`src/core/pwd_pkg.sv`:
```
package pwd_pkg;

	// Register indices on the configuration write port.
	localparam logic [5:0] ADDR_HW_FIRST = 6'h00;
	localparam logic [5:0] ADDR_HW_LAST = 6'h0A;
	localparam logic [5:0] ADDR_GPIO_PULSE_CFG = 6'h09;
	localparam logic [5:0] ADDR_PARAM_LAST = 6'h13;
	localparam logic [5:0] ADDR_SOURCE_SEL = 6'h0D;
	localparam logic [5:0] ADDR_CH0_GAIN = 6'h0E;
	localparam logic [5:0] ADDR_CH0_BIAS = 6'h0F;
	localparam logic [5:0] ADDR_CH1_GAIN = 6'h10;
	localparam logic [5:0] ADDR_CH1_BIAS = 6'h11;

	// Field positions in the GPIO and pulse configuration register.
	localparam int DIR_LSB = 0;
	localparam int NUM_PORTS = 4;
	localparam int EN_LSB = 12;
	localparam int CH1_CARRIER_LSB = 14;
	localparam int CH0_CARRIER_LSB = 16;
	localparam int CH1_RES_LSB = 18;
	localparam int CH0_RES_LSB = 20;
	localparam int CH0_DENSITY_BIT = 22;
	localparam int CH1_DENSITY_BIT = 23;

	// Field positions in the source select register.
	localparam int CH0_SRC_LSB = 0;
	localparam int CH1_SRC_LSB = 4;
	localparam int SRC_W = 3;
	localparam int NUM_SRC = 8;

	// Values after reset: all ports inputs, parameters cleared.
	localparam logic [23:0] GPIO_CFG_RESET = 24'h00000F;
	localparam logic [23:0] PARAM_RESET = 24'h000000;
	localparam logic [23:0] RD_DATA_RESET = 24'h000000;

	// Mapping: output = gain * result / 2^GAIN_FRAC + bias.
	localparam int GAIN_FRAC = 16;
	localparam int RES_W = 24;
	localparam int VAL_W = 10;
	localparam logic [3:0] RES_BASE_BITS = 4'h7;

	// Carrier rates in kHz and the core clock rate they are drawn from.
	localparam int CLK_KHZ = 50000;
	localparam int CARRIER_FAST_KHZ = 8000;
	localparam int CARRIER_MID_KHZ = 1000;
	localparam int CARRIER_SLOW_KHZ = 100;
	localparam int PHASE_W = 16;
	localparam int MIN_TICK_GAP = CLK_KHZ / CARRIER_FAST_KHZ;

	typedef enum logic [1:0] {
		PWD_CAR_FAST = 2'b00,
		PWD_CAR_MID = 2'b01,
		PWD_CAR_SLOW = 2'b10,
		PWD_CAR_SLOW2 = 2'b11
	} pwd_carrier_t;

endpackage : pwd_pkg

```
`src/core/pwd_chan.sv`:
```
`timescale 1ns/1ps
`default_nettype none
module pwd_chan (
	// Clock, reset and enable.
	input wire logic core_clk,
	input wire logic rst_n,
	input wire logic clk_en,
	// Carrier and setup.
	input wire logic carrier_tick,
	input wire logic density_mode,
	input wire logic [3:0] res_bits,
	input wire logic [9:0] value,
	// Stream.
	output logic pulse_q
);
	logic [9:0] cnt_q;
	logic [9:0] cnt_d;
	logic [9:0] cur_q;
	logic [10:0] acc_q;
	logic [10:0] acc_d;
	logic pulse_d;
	wire [10:0] full = 11'h001 << res_bits;
	wire [9:0] top = 10'((full - 11'h001));
	wire period_end = (cnt_q == top);
	wire [10:0] acc_sum = acc_q + {1'b0, cur_q};
	wire acc_carry = (acc_sum >= full);

	// Width mode: high for the first cur_q ticks of each period. [RL16]
	// Density mode: first-order accumulator spreads the same count. [RL16]
	assign cnt_d = period_end ? 10'h000 : 10'(cnt_q + 10'h001);
	assign acc_d = acc_carry ? 11'(acc_sum - full) : acc_sum;
	assign pulse_d = density_mode ? acc_carry : (cnt_q < cur_q);

	always_ff @(posedge core_clk or negedge rst_n) begin
		if (!rst_n) begin
			cnt_q <= 10'h000;
			cur_q <= 10'h000;
			acc_q <= 11'h000;
			pulse_q <= 1'b0;
		end else if (clk_en && carrier_tick) begin
			cnt_q <= cnt_d;
			acc_q <= density_mode ? acc_d : 11'h000;
			pulse_q <= pulse_d;
			if (period_end) begin
				cur_q <= value;
			end
		end
	end

	property p_zero_low;
		@(posedge core_clk) disable iff (!rst_n)
		$rose(pulse_q) |-> $past(cur_q) != 10'h000;
	endproperty
	a_zero_low: assert property (p_zero_low) else $error("pulse with zero value"); // [RL12]

	property p_full_high;
		@(posedge core_clk) disable iff (!rst_n)
		(clk_en && carrier_tick && !density_mode && cur_q == top
			&& cnt_q != top) |=> pulse_q;
	endproperty
	a_full_high: assert property (p_full_high) else $error("max value not high"); // [RL12]

endmodule : pwd_chan
`default_nettype wire

```
`src/core/pwd_top.sv`:
```
// Operation
// RL1: Two pulse channels each produce a width or density modulated stream from measurement results.
// RL2: Each channel takes any one measurement result, chosen by its source select field.
// RL3: A pulse drives a general-purpose port only while that port's direction bit makes it an output.
// RL4: Ports zero and one serve the serial interface until the OTP pin is low and the two-wire pin high.
// RL5: Each channel runs on an 8 MHz, 1 MHz or 100 kHz carrier picked by its carrier select field.
// RL6: Software is advised to pick the 100 kHz low-frequency carrier.
// RL7: Each channel's resolution comes from its resolution field.
// RL8: The 24-bit result is converted to an output value of at most 10 bits.
// RL9: The conversion is a linear function with signed per-channel gain and bias.
// RL10: The mapped value is limited to zero up to 2^N-1, 1023 at ten bits.
// RL11: Mapped values outside the valid range are ignored and leave the stream unchanged.
// RL12: The minimum value gives zero modulation and the maximum value all ones; the code keeps 2^N-1 high for 2^N-1 of every 2^N periods.
// RL13: Configuration registers are write-only and read back as zero.
// RL14: Hardware settings live at addresses 0 to 10 and parameters at 11 to 19.
// RL15: Source select sits at 13, channel zero gain and bias at 14 and 15, channel one at 16 and 17.
// RL16: A value v at resolution N is high for v of every 2^N carrier periods.
`timescale 1ns/1ps
`default_nettype none
module pwd_top (
	// Clock, reset, enable.
	input wire logic core_clk,
	input wire logic rst_n,
	input wire logic clk_en,
	// Configuration write and read port.
	input wire logic cfg_wr_en,
	input wire logic [5:0] cfg_wr_addr,
	input wire logic [23:0] cfg_wr_data,
	input wire logic cfg_rd_en,
	input wire logic [5:0] cfg_rd_addr,
	output logic [23:0] cfg_rd_data_q,
	output logic cfg_rd_valid_q,
	// Measurement results.
	input wire logic meas_valid,
	input wire logic [pwd_pkg::NUM_SRC-1:0][23:0] meas_results,
	// Mode pins.
	input wire logic vpp_otp_pin,
	input wire logic two_wire_enable_pin,
	// General-purpose ports.
	output logic [pwd_pkg::NUM_PORTS-1:0] gp_out_q,
	output logic [pwd_pkg::NUM_PORTS-1:0] gp_oe_q
);
	logic [23:0] gpio_cfg_q;
	logic [23:0] src_sel_q;
	logic [1:0][23:0] gain_q;
	logic [1:0][23:0] bias_q;
	logic [1:0][9:0] ch_val_q;
	logic [1:0][9:0] ch_val_d;
	logic [1:0] ch_load;
	logic [1:0][pwd_pkg::PHASE_W-1:0] phase_q;
	logic [1:0][pwd_pkg::PHASE_W-1:0] phase_d;
	logic [1:0] tick_q;
	logic [1:0] tick_d;
	logic [1:0] ch_pulse;
	logic [1:0] vpp_meta_q;
	logic [1:0] twe_meta_q;
	logic vpp_sync_q;
	logic twe_sync_q;
	logic spi_free_q;
	logic [pwd_pkg::NUM_PORTS-1:0] gp_out_d;
	logic [pwd_pkg::NUM_PORTS-1:0] gp_oe_d;

	function automatic logic signed [50:0] map_value(
		input logic [23:0] result,
		input logic [23:0] gain,
		input logic [23:0] bias
	);
		logic signed [49:0] prod;
		prod = $signed({1'b0, result}) * $signed({{1{gain[23]}}, gain});
		map_value = 51'(prod >>> pwd_pkg::GAIN_FRAC) + 51'($signed(bias));
	endfunction : map_value

	function automatic logic [3:0] res_of(input logic [1:0] field);
		res_of = 4'(pwd_pkg::RES_BASE_BITS + {2'b00, field});
	endfunction : res_of

	function automatic logic [pwd_pkg::PHASE_W-1:0] carrier_inc(
		input logic [1:0] sel
	);
		case (sel)
			pwd_pkg::PWD_CAR_FAST: carrier_inc = 16'(pwd_pkg::CARRIER_FAST_KHZ);
			pwd_pkg::PWD_CAR_MID: carrier_inc = 16'(pwd_pkg::CARRIER_MID_KHZ);
			default: carrier_inc = 16'(pwd_pkg::CARRIER_SLOW_KHZ);
		endcase
	endfunction : carrier_inc

	// Register decode.
	wire wr_gpio = cfg_wr_en && (cfg_wr_addr == pwd_pkg::ADDR_GPIO_PULSE_CFG);
	wire wr_src = cfg_wr_en && (cfg_wr_addr == pwd_pkg::ADDR_SOURCE_SEL);
	wire [1:0] wr_gain;
	wire [1:0] wr_bias;
	assign wr_gain[0] = cfg_wr_en && (cfg_wr_addr == pwd_pkg::ADDR_CH0_GAIN);
	assign wr_bias[0] = cfg_wr_en && (cfg_wr_addr == pwd_pkg::ADDR_CH0_BIAS);
	assign wr_gain[1] = cfg_wr_en && (cfg_wr_addr == pwd_pkg::ADDR_CH1_GAIN);
	assign wr_bias[1] = cfg_wr_en && (cfg_wr_addr == pwd_pkg::ADDR_CH1_BIAS);

	// Configuration fields.
	wire [3:0] dir_in = gpio_cfg_q[pwd_pkg::DIR_LSB +: pwd_pkg::NUM_PORTS];
	wire [1:0] pulse_out_enable = gpio_cfg_q[pwd_pkg::EN_LSB +: 2];
	wire [1:0] ch0_carrier_sel = gpio_cfg_q[pwd_pkg::CH0_CARRIER_LSB +: 2];
	wire [1:0] ch1_carrier_sel = gpio_cfg_q[pwd_pkg::CH1_CARRIER_LSB +: 2];
	wire [1:0] ch0_resolution = gpio_cfg_q[pwd_pkg::CH0_RES_LSB +: 2];
	wire [1:0] ch1_resolution = gpio_cfg_q[pwd_pkg::CH1_RES_LSB +: 2];
	wire [1:0] ch_density;
	assign ch_density[0] = gpio_cfg_q[pwd_pkg::CH0_DENSITY_BIT];
	assign ch_density[1] = gpio_cfg_q[pwd_pkg::CH1_DENSITY_BIT];
	wire [2:0] ch0_source_sel = src_sel_q[pwd_pkg::CH0_SRC_LSB +: pwd_pkg::SRC_W];
	wire [2:0] ch1_source_sel = src_sel_q[pwd_pkg::CH1_SRC_LSB +: pwd_pkg::SRC_W];
	wire [1:0][3:0] ch_res;
	wire [1:0][1:0] ch_carrier;
	wire [1:0][23:0] ch_src;
	assign ch_res[0] = res_of(ch0_resolution); // [RL7]
	assign ch_res[1] = res_of(ch1_resolution); // [RL7]
	assign ch_carrier[0] = ch0_carrier_sel;
	assign ch_carrier[1] = ch1_carrier_sel;
	assign ch_src[0] = meas_results[ch0_source_sel]; // [RL2]
	assign ch_src[1] = meas_results[ch1_source_sel]; // [RL2]

	// Mapping, range check and carrier phase per channel.
	wire [1:0][50:0] ch_map;
	wire [1:0][50:0] ch_max;
	genvar c;
	for (c = 0; c < 2; c++) begin : g_ch
		wire [16:0] phase_sum = {1'b0, phase_q[c]} + {1'b0, carrier_inc(ch_carrier[c])};
		assign ch_map[c] = map_value(ch_src[c], gain_q[c], bias_q[c]); // [RL8] [RL9]
		assign ch_max[c] = (51'h1 << ch_res[c]) - 51'h1; // [RL10]
		assign ch_load[c] = meas_valid && !ch_map[c][50]
			&& (ch_map[c] <= ch_max[c]); // [RL11]
		assign ch_val_d[c] = ch_load[c] ? ch_map[c][9:0] : ch_val_q[c];
		// Fractional divider gives the exact average carrier rate.
		assign tick_d[c] = (phase_sum >= 17'(pwd_pkg::CLK_KHZ)); // [RL5]
		assign phase_d[c] = tick_d[c] ? 16'(phase_sum - 17'(pwd_pkg::CLK_KHZ))
			: phase_sum[15:0];

		pwd_chan u_chan (
			.core_clk(core_clk),
			.rst_n(rst_n),
			.clk_en(clk_en),
			.carrier_tick(tick_q[c]),
			.density_mode(ch_density[c]),
			.res_bits(ch_res[c]),
			.value(ch_val_q[c]),
			.pulse_q(ch_pulse[c])
		); // [RL1]
	end

	// Port routing: channel 0 to ports 0 and 2, channel 1 to ports 1 and 3.
	wire [3:0] port_ok;
	assign port_ok[0] = spi_free_q; // [RL4]
	assign port_ok[1] = spi_free_q; // [RL4]
	assign port_ok[2] = 1'b1;
	assign port_ok[3] = 1'b1;
	for (c = 0; c < pwd_pkg::NUM_PORTS; c++) begin : g_port
		assign gp_oe_d[c] = pulse_out_enable[c % 2] && !dir_in[c] && port_ok[c]; // [RL3]
		assign gp_out_d[c] = gp_oe_d[c] && ch_pulse[c % 2];
	end
	wire rd_in_map = (cfg_rd_addr <= pwd_pkg::ADDR_PARAM_LAST); // [RL14]

	always_ff @(posedge core_clk or negedge rst_n) begin
		if (!rst_n) begin
			vpp_meta_q <= 2'b00;
			twe_meta_q <= 2'b00;
			vpp_sync_q <= 1'b0;
			twe_sync_q <= 1'b0;
			spi_free_q <= 1'b0;
		end else if (clk_en) begin
			vpp_meta_q <= {vpp_meta_q[0], vpp_otp_pin};
			twe_meta_q <= {twe_meta_q[0], two_wire_enable_pin};
			vpp_sync_q <= vpp_meta_q[1];
			twe_sync_q <= twe_meta_q[1];
			spi_free_q <= !vpp_sync_q && twe_sync_q; // [RL4]
		end
	end

	always_ff @(posedge core_clk or negedge rst_n) begin
		if (!rst_n) begin
			gpio_cfg_q <= pwd_pkg::GPIO_CFG_RESET;
			src_sel_q <= pwd_pkg::PARAM_RESET;
			gain_q <= {2{pwd_pkg::PARAM_RESET}};
			bias_q <= {2{pwd_pkg::PARAM_RESET}};
		end else if (clk_en) begin
			if (wr_gpio) gpio_cfg_q <= cfg_wr_data;
			if (wr_src) src_sel_q <= cfg_wr_data; // [RL15]
			for (int i = 0; i < 2; i++) begin
				if (wr_gain[i]) gain_q[i] <= cfg_wr_data; // [RL15]
				if (wr_bias[i]) bias_q[i] <= cfg_wr_data; // [RL15]
			end
		end
	end

	always_ff @(posedge core_clk or negedge rst_n) begin
		if (!rst_n) begin
			ch_val_q <= '0;
			phase_q <= '0;
			tick_q <= 2'b00;
			gp_out_q <= '0;
			gp_oe_q <= '0;
			cfg_rd_data_q <= pwd_pkg::RD_DATA_RESET;
			cfg_rd_valid_q <= 1'b0;
		end else if (clk_en) begin
			ch_val_q <= ch_val_d;
			phase_q <= phase_d;
			tick_q <= tick_d;
			gp_out_q <= gp_out_d;
			gp_oe_q <= gp_oe_d;
			cfg_rd_data_q <= pwd_pkg::RD_DATA_RESET; // [RL13]
			cfg_rd_valid_q <= cfg_rd_en && rd_in_map;
		end
	end

	property p_rd_zero;
		@(posedge core_clk) disable iff (!rst_n)
		(clk_en && cfg_rd_en) |=> (cfg_rd_data_q == 24'h000000);
	endproperty
	a_rd_zero: assert property (p_rd_zero) else $error("config read not zero"); // [RL13]

	property p_dir_out;
		@(posedge core_clk) disable iff (!rst_n)
		(clk_en && dir_in[2]) |=> !gp_oe_q[2];
	endproperty
	a_dir_out: assert property (p_dir_out) else $error("input port driven"); // [RL3]

	property p_spi_hold;
		@(posedge core_clk) disable iff (!rst_n)
		(clk_en && !spi_free_q) |=> (gp_oe_q[1:0] == 2'b00);
	endproperty
	a_spi_hold: assert property (p_spi_hold) else $error("spi port driven"); // [RL4]

	property p_range;
		@(posedge core_clk) disable iff (!rst_n)
		(clk_en && ch_load[0]) |=> ({41'h0, ch_val_q[0]} <= $past(ch_max[0]));
	endproperty
	a_range: assert property (p_range) else $error("value above max"); // [RL10]

	property p_ignore;
		@(posedge core_clk) disable iff (!rst_n)
		(clk_en && meas_valid && ch_map[1] > ch_max[1]) |=> $stable(ch_val_q[1]);
	endproperty
	a_ignore: assert property (p_ignore) else $error("out of range taken"); // [RL11]

	property p_load;
		@(posedge core_clk) disable iff (!rst_n)
		(clk_en && ch_load[0]) |=> (ch_val_q[0] == $past(ch_map[0][9:0]));
	endproperty
	a_load: assert property (p_load) else $error("mapped value lost"); // [RL9]

	property p_src_write;
		@(posedge core_clk) disable iff (!rst_n)
		(clk_en && cfg_wr_en && cfg_wr_addr == 6'h0D)
			|=> (ch1_source_sel == $past(cfg_wr_data[6:4]));
	endproperty
	a_src_write: assert property (p_src_write) else $error("source not set"); // [RL15]

	property p_tick_gap;
		@(posedge core_clk) disable iff (!rst_n)
		$rose(tick_q[0]) && clk_en |=> !tick_q[0] [*5];
	endproperty
	a_tick_gap: assert property (p_tick_gap) else $error("carrier too fast"); // [RL5]

	property p_port_follow;
		@(posedge core_clk) disable iff (!rst_n)
		(clk_en && gp_oe_d[2]) |=> (gp_out_q[2] == $past(ch_pulse[0]));
	endproperty
	a_port_follow: assert property (p_port_follow) else $error("port lost pulse"); // [RL1]

	c_load: cover property (@(posedge core_clk) disable iff (!rst_n) ch_load[1]);
	c_pulse_p0: cover property (@(posedge core_clk) disable iff (!rst_n)
		gp_oe_q[0] && gp_out_q[0]);
	c_density: cover property (@(posedge core_clk) disable iff (!rst_n)
		ch_density[0] && $rose(ch_pulse[0]));

endmodule : pwd_top
`default_nettype wire

```
`config.mk`:
```
export PLATFORM = sky130hd
export DESIGN_NAME = pwd_top
export DESIGN_NICKNAME = d
export VERILOG_FILES = /design/src/core/pwd_pkg.sv /design/src/core/pwd_chan.sv /design/src/core/pwd_top.sv
export SDC_FILE = /design/constraint.sdc
export NUM_CORES = 2
export LEC_CHECK = 0
export BUFFER_PORTS_ARGS = -buffer_cell sky130_fd_sc_hd__buf_4
export CORE_ASPECT_RATIO = 1.1
export CORE_UTILIZATION = 30
export CTS_CLUSTER_DIAMETER = 30
export CTS_CLUSTER_SIZE = 28
export DETAILED_ROUTE_END_ITERATION = 6
export GPL_ROUTABILITY_DRIVEN = 0
export GPL_TIMING_DRIVEN = 0
export PLACE_DENSITY = 0.48
export SYNTH_ARGS = -nofsm -noshare
export SYNTH_HDL_FRONTEND = slang
export SYNTH_SLANG_ARGS = --single-unit
```
`constraint.sdc`:
```
create_clock -name core_clk -period 32.7 [get_ports core_clk]
set_input_delay 6.54 -clock core_clk [delete_from_list [all_inputs] [get_ports core_clk]]
set_output_delay 6.54 -clock core_clk [all_outputs]
set_load 0.05 [all_outputs]
```
Yosys cells after proc, flatten, opt, wreduce, memory -nomap -nowiden
Index checks and enable logic that the tools add are counted.
{"block": "classes", "n_eq_ne": 10, "shift": 4, "n_mul": 2, "n_mux": 16, "n_addsub": 18, "n_lt_le_gt_ge": 11, "n_reduce_logical": 43}
{"operator": "binary-select mux 24 bit (select 3 bit)", "n": 2}
{"operator": "<= comparator 51 bit", "n": 2}
{"operator": "<< shifter 1 x 4 -> 51 bit (first input constant)", "n": 2}
{"operator": "subtractor 51 x 1 -> 51 bit (second input constant)", "n": 2}
{"operator": "multiplier 25 x 24 -> 49 bit", "n": 2}
{"operator": "adder 33 x 24 -> 34 bit", "n": 2}
{"operator": "one-hot mux 13 bit (2 select lines)", "n": 2}
{"operator": "2-to-1 mux 24 bit", "n": 2}
{"operator": "2-to-1 mux 11 bit", "n": 4}
{"operator": "adder 16 x 13 -> 17 bit", "n": 2}
{"operator": "greater-or-equal comparator 17 x 16 -> 1 bit (second input constant)", "n": 2}
{"operator": "2-to-1 mux 16 bit", "n": 2}
{"operator": "subtractor 16 bit (second input constant)", "n": 2}
{"operator": "== test 6 x 4 -> 1 bit (second input constant)", "n": 4}
{"operator": "logical AND 1 bit", "n": 24}
{"operator": "adder 11 x 10 -> 11 bit", "n": 2}
{"operator": "greater-or-equal comparator 11 bit", "n": 2}
{"operator": "<< shifter 1 x 4 -> 11 bit (first input constant)", "n": 2}
{"operator": "subtractor 11 bit", "n": 2}
{"operator": "adder 10 x 1 -> 10 bit (second input constant)", "n": 2}
{"operator": "== test 10 bit", "n": 2}
{"operator": "less-than comparator 10 bit", "n": 2}
{"operator": "2-to-1 mux 10 bit", "n": 2}
{"operator": "AND reduction 2 bit", "n": 10}
{"operator": "9 further kinds", "n": 22}
{"block": "word_totals", "regBits": 261, "output_inout_bits": 33, "input_bits": 236, "elab_cells": 131}

Depth between registers and ports, before layout
{"block": "logic_depth", "depth_word": 8, "ltp_mapped": 56, "depth_no_buf": 50}

By module
From an unflattened synthesis, not the netlist that was laid out.
{"block": "unflattened", "hier_cells": 6392, "area_unflattened_um2": 59599.7}
{"mod": "pwd_top", "cells_per_inst": 5684, "n_inst": 1, "seq_area_each_um2": 4609.4, "area_per_inst_um2": 53679.0}
{"mod": "pwd_chan", "cells_per_inst": 354, "n_inst": 2, "seq_area_each_um2": 800.8, "area_per_inst_um2": 2960.3}

Least setup slack after synthesis
Ideal clock, no wire load.
{"block": "synth_path", "path_type": "input -> register", "from": "input port meas_results[184] (netlist bit)", "to": "register ch_val_q[0] (netlist bit)", "setup_ps": 125, "slack_ps": 14966, "path_buffers": 2, "stages": 47, "t_required_ps": 32575, "arrival_ps": 17609, "path_cell_list": "mux4_2 mux2_2 clkbuf_1 and2_1 fa_1 inv_1 fa_1 fa_1 inv_1 fa_1 fa_1 fa_1 inv_1 fa_1 inv_1 ha_1 clkbuf_1 a21oi_1 (+11 left out) o21ai_0 a21o_1 a21oi_1 o22ai_1 o41ai_2 o221ai_1 a311oi_1 xnor2_1 ha_1 a21o_1 a21oi_1 nor2b_1 o21ai_0 nand2_1 a2111oi_0 o31ai_1 a211oi_4 mux2_2"}
{"block": "synth_via", "elab_chain_len": 8, "word_cells_on_any_way": 9, "classes_between": "1 x add/sub; 1 x mul; 1 x order compare; 2 x mux; 4 x reduce/logical"}
{"item": "from (decl)", "line": "pwd_top.sv:35", "text": "input wire logic [pwd_pkg::NUM_SRC-1:0][23:0] meas_results,"}
{"item": "binary-select mux 24 bit (select 3 bit) *", "line": "pwd_top.sv:116", "text": "assign ch_src[0] = meas_results[ch0_source_sel];"}
{"item": "2-to-1 mux 24 bit (not written as such) *", "line": "pwd_top.sv:116"}
{"item": "multiplier 25 x 24 -> 49 bit *", "line": "pwd_top.sv:69", "text": "prod = $signed({1'b0, result}) * $signed({{1{gain[23]}}, gain});"}
{"item": "adder 33 x 24 -> 34 bit *", "line": "pwd_top.sv:70", "text": "map_value = 51'(prod >>> pwd_pkg::GAIN_FRAC) + 51'($signed(bias));"}
{"item": "branches (longest 4 deep; another with <= comparator 51 bit)"}
{"item": "to (signal assigned)", "line": "pwd_top.sv:201", "text": "ch_val_q <= ch_val_d;"}
{"item": "to (decl)", "line": "pwd_top.sv:47", "text": "logic [1:0][9:0] ch_val_q;"}
Mark *: on every way between the ends. The select of a mux whose other input is x is not followed.
A chain may end at the register's enable or synchronous reset.

Worst setup path in the final report
{"block": "layout_path", "from": "input port meas_results[88] (netlist bit)", "to": "register ch_val_q[6] (netlist bit)"}
The elaborated chain is that of the path after synthesis.

==> impl_summary.txt <==
----------------------------------------------------
[Layout]
  Leading cell types in the layout, fill and taps excluded ... 1145 x inv_1, 970 x fa_1, 749 x nand2_1
  Fraction of layout instances using a drive strength above 1 ... 0.115
  Post-Layout Inst Area ... approximately 67000 sq um
  Final core area utilization ... 0.343
  Total Nets Final ... roughly 8500
  Layout-stage area growth over the synthesis result ... 13.7%
  Most common cell after layout, fill and taps aside ... inv_1
  Fill cells ... 20400
  Non-filler cells in the finished layout ... 9334

[Timing]
  Worst-case headroom to the max-slew limit ... -0.0269
  Fmax ... 0.0494 GHz
  RSZ-0062 raised after global routing ... false
  Least setup slack across all paths after layout ... 12450 ps
  Hold Violations, Final ... 0
  Worst hold margin ... roughly 470 ps
  Actual transition at the worst max-transition pin ... roughly 1500 ps
  Total Neg Setup Slack ... 0 ps
  Final Setup Violations ... 0
  Share of the clock period used by the worst path ... 0.619
  Post-Route Skew ... 31.5 ps
  Final critical-path required period ... between 20000 and 25000 ps
  Final Max Slew Viols ... 8

[Outcome]
  Failing checks ... DRC, capacitance limit, slew limit
  Outcome ... complete, but fails checks

[Detailed routing]
  Via density ... 4.95
  DR DRC count ... 2
  Starting DRC count in detailed routing ... 2776
  Count of nets left with antenna violations after detail routing ... 0
  Final routed wirelength across all metal layers ... approximately 210000 um
  First-pass iteration count of the detailed router ... 7
  Total via count after detailed routing ... 46200
  DR WL/cell ... 22.8 um

[Synth]
  Per-instance average area after synthesis ... approximately 9.4 sq um
  Library cells used by synthesis ... 95
  Prevailing post-synth register cell ... dfrtp_1
  Sequential share of the synthesized area ... 0.106
  Flip-flop and latch count after synthesis ... 248
  Post-Synthesis Cell Area ... approximately 60000 sq um
  Count of flip-flops with a built-in enable after synthesis ... 0
  Fraction of registers with async set or reset after synthesis ... 1.00
  Warnings, synthesis ... 0
  Syn Inst Count ... 6259

[Global route]
  Overall track demand over capacity in global routing ... 0.215
  Largest net degree at the start of global routing ... approximately 110
  Residual overflow from global routing ... 0
  Wire length of the first global-routing pass ... 314000 um
  Initial antenna violation count ... 30
  Vias in the first global route ... 48600

[Job]
  Max_cap viols ... 1

[Clocking]
  Register clock-pin slew on the reported worst setup and hold paths ... roughly 50 ps
  Cell at the root of the clock tree ... clkbuf_16
  TritonCTS clock tree ... yes
  Resized cells post-CTS ... 0
  Clock latency of the later-clocked register in the worst-skew pair ... 590 ps
  Number of levels the H-tree was split into ... 3
  Number of hold buffers added after CTS ... 0
  Number of clock buffers inserted by TritonCTS ... 69
  Largest buffer count on any clock path ... 3
  TritonCTS Sinks ... between 200 and 250
  Setup bufs post-CTS ... 0

[Placed design]
  Placed cell count ... 9192
  DPL Wire Length ... roughly 180000 um
  Post-DP Area ... 64300 sq um
  Number of port buffers ... around 240
  Worst setup slack after placement ... 11930 ps

[Worst setup path]
  Kind of launch point of the worst setup path ... primary input
  Largest stage delay on the critical path ... around 740 ps
  Data arrival time of the worst path ... 20690 ps
  Most used cell along the critical path ... fa_1
  Worst setup path category ... in2reg
  CP max-delay cell ... a2111oi_0
  Critical Path Sink Type ... flop
  Crit-path max FO ... 10
  Required time of the worst setup path ... 33150 ps

[Power]
  P per Cell Area ... between 90 and 100 nW/um^2
  Overall power ... 6.68 mW
  Leakage power summed over all cells ... 33.0 nW
  Highest ir drop seen on vdd ... 0.139 mV

[Floorplan]
  Site Rows ... 170
  Starting utilization of the core area ... 0.302
  Die height ... ~470 um
  Ports ... ~270
  Area enclosed by the die boundary ... 198000 sq um
  Die Wd ... 424 um
  Area of the core ... 195000 sq um

[Hold path]
  Class of the tightest hold or removal check ... reg2reg

----------------------------------------------------
==> cells in the mapped netlist, drive strengths merged, types with 8 or more instances <==
cell,number,share of area
or2,40,0.0043
nor2,170,0.011
and2,506,0.054
xor2,67,0.010
o31ai,11,0.0015
nand4,32,0.0034
o21bai,24,0.0031
a31oi,16,0.0017
a211oi,23,0.0035
inv,1145,0.073
mux2,201,0.039
nand2b,34,0.0036
a21oi,189,0.016
and3,34,0.0036
clkbuf,235,0.015
buf,51,0.0054
o211ai,15,0.0019
xnor2,144,0.021
nand2,749,0.048
a211o,8,0.0012
mux4,94,0.036
dfrtp,244,0.10
ha,626,0.13
a21boi,10,0.0013
nand3b,13,0.0017
a2111oi,10,0.0017
nor3,36,0.0031
fa,970,0.33
o21ai,143,0.012
o21a,24,0.0031
mux2i,26,0.0047
or3,16,0.0017
nor2b,49,0.0052
a21o,108,0.014
nand3,62,0.0053
==> worst max-delay path: cells and delay by family <==
kind            cells  cell delay, ps
simple gates        6            1390
mux                 3            1320
compound gates     19            5300
xor+xnor            2             310
fa+ha+maj          10            4450
buf+inv             7            1250
==> layer usage <==
metal | track usage | up-vias | share of wire
met5 | 0 | - | 0.00013
met4 | 0.128 | 4 | 0.072
met3 | 0.0284 | 473 | 0.049
met2 | 0.368 | 1299 | 0.49
met1 | 0.257 | 23800 | 0.39
li1 | - | 20700 | -
==> worst paths after layout <==
path	startpoint	end	slack [ps]	depth (start not counted)
worst min register to register	ch_val_q[17]	g_ch[1].u_chan.cur_q[7]	470	2
worst max register to register	src_sel_q[1]	ch_val_q[6]	15830	48
min in group asynchronous	rst_n	g_ch[0].u_chan.acc_q[4]	6030	2
max in group asynchronous	rst_n	g_ch[1].u_chan.acc_q[2]	25810	3
worst max-delay path	meas_results[88]	ch_val_q[6]	12450	47
worst min-delay path	ch_val_q[17]	g_ch[1].u_chan.cur_q[7]	470	2
==> cell families (layout without fill, tap and decap cells) <==
group	after synthesis	after routing	synth area share
compound gates	667	667	0.0757
buf+inv	1431	1806	0.0936
xor+xnor	211	211	0.0315
mux	321	321	0.0793
flops	248	248	0.106
simple gates	1783	1783	0.150
other cells	2	122	0.000128
fa+ha+maj	1596	1596	0.464
==> cell type report <==
class	instances	area [sq um]	area share
clock buffer	86	1890	0.0283
clock inverter	42	567	0.00848
inverter	1145	4300	0.0643
tap	2580	3230	0.0483
timing repair buffer	247	1930	0.0289
buffer	286	1200	0.0180
multi-input combinational	4686	47500	0.710
antenna	14	35.0	0.000524
sequential	248	6210	0.0930
==> where the power goes <==
group          internal, mW  leakage, nW  switching [mW]
Clock                 0.492         1.20           0.221
Sequential            0.368         3.17          0.0655
Combinational          2.28         28.7            3.25
Total                  3.14         33.0            3.54
==> sequential cells by signal, summed over array words and instances (netlist names), 6 cells and up <==
register,flops
phase_q,28
bias_q,48
g_ch.u_chan.acc_q,22
g_ch.u_chan.cnt_q,20
g_ch.u_chan.cur_q,20
src_sel_q,6
gpio_cfg_q,16
gain_q,48
ch_val_q,20
Power figures use the tool's default switching activity.
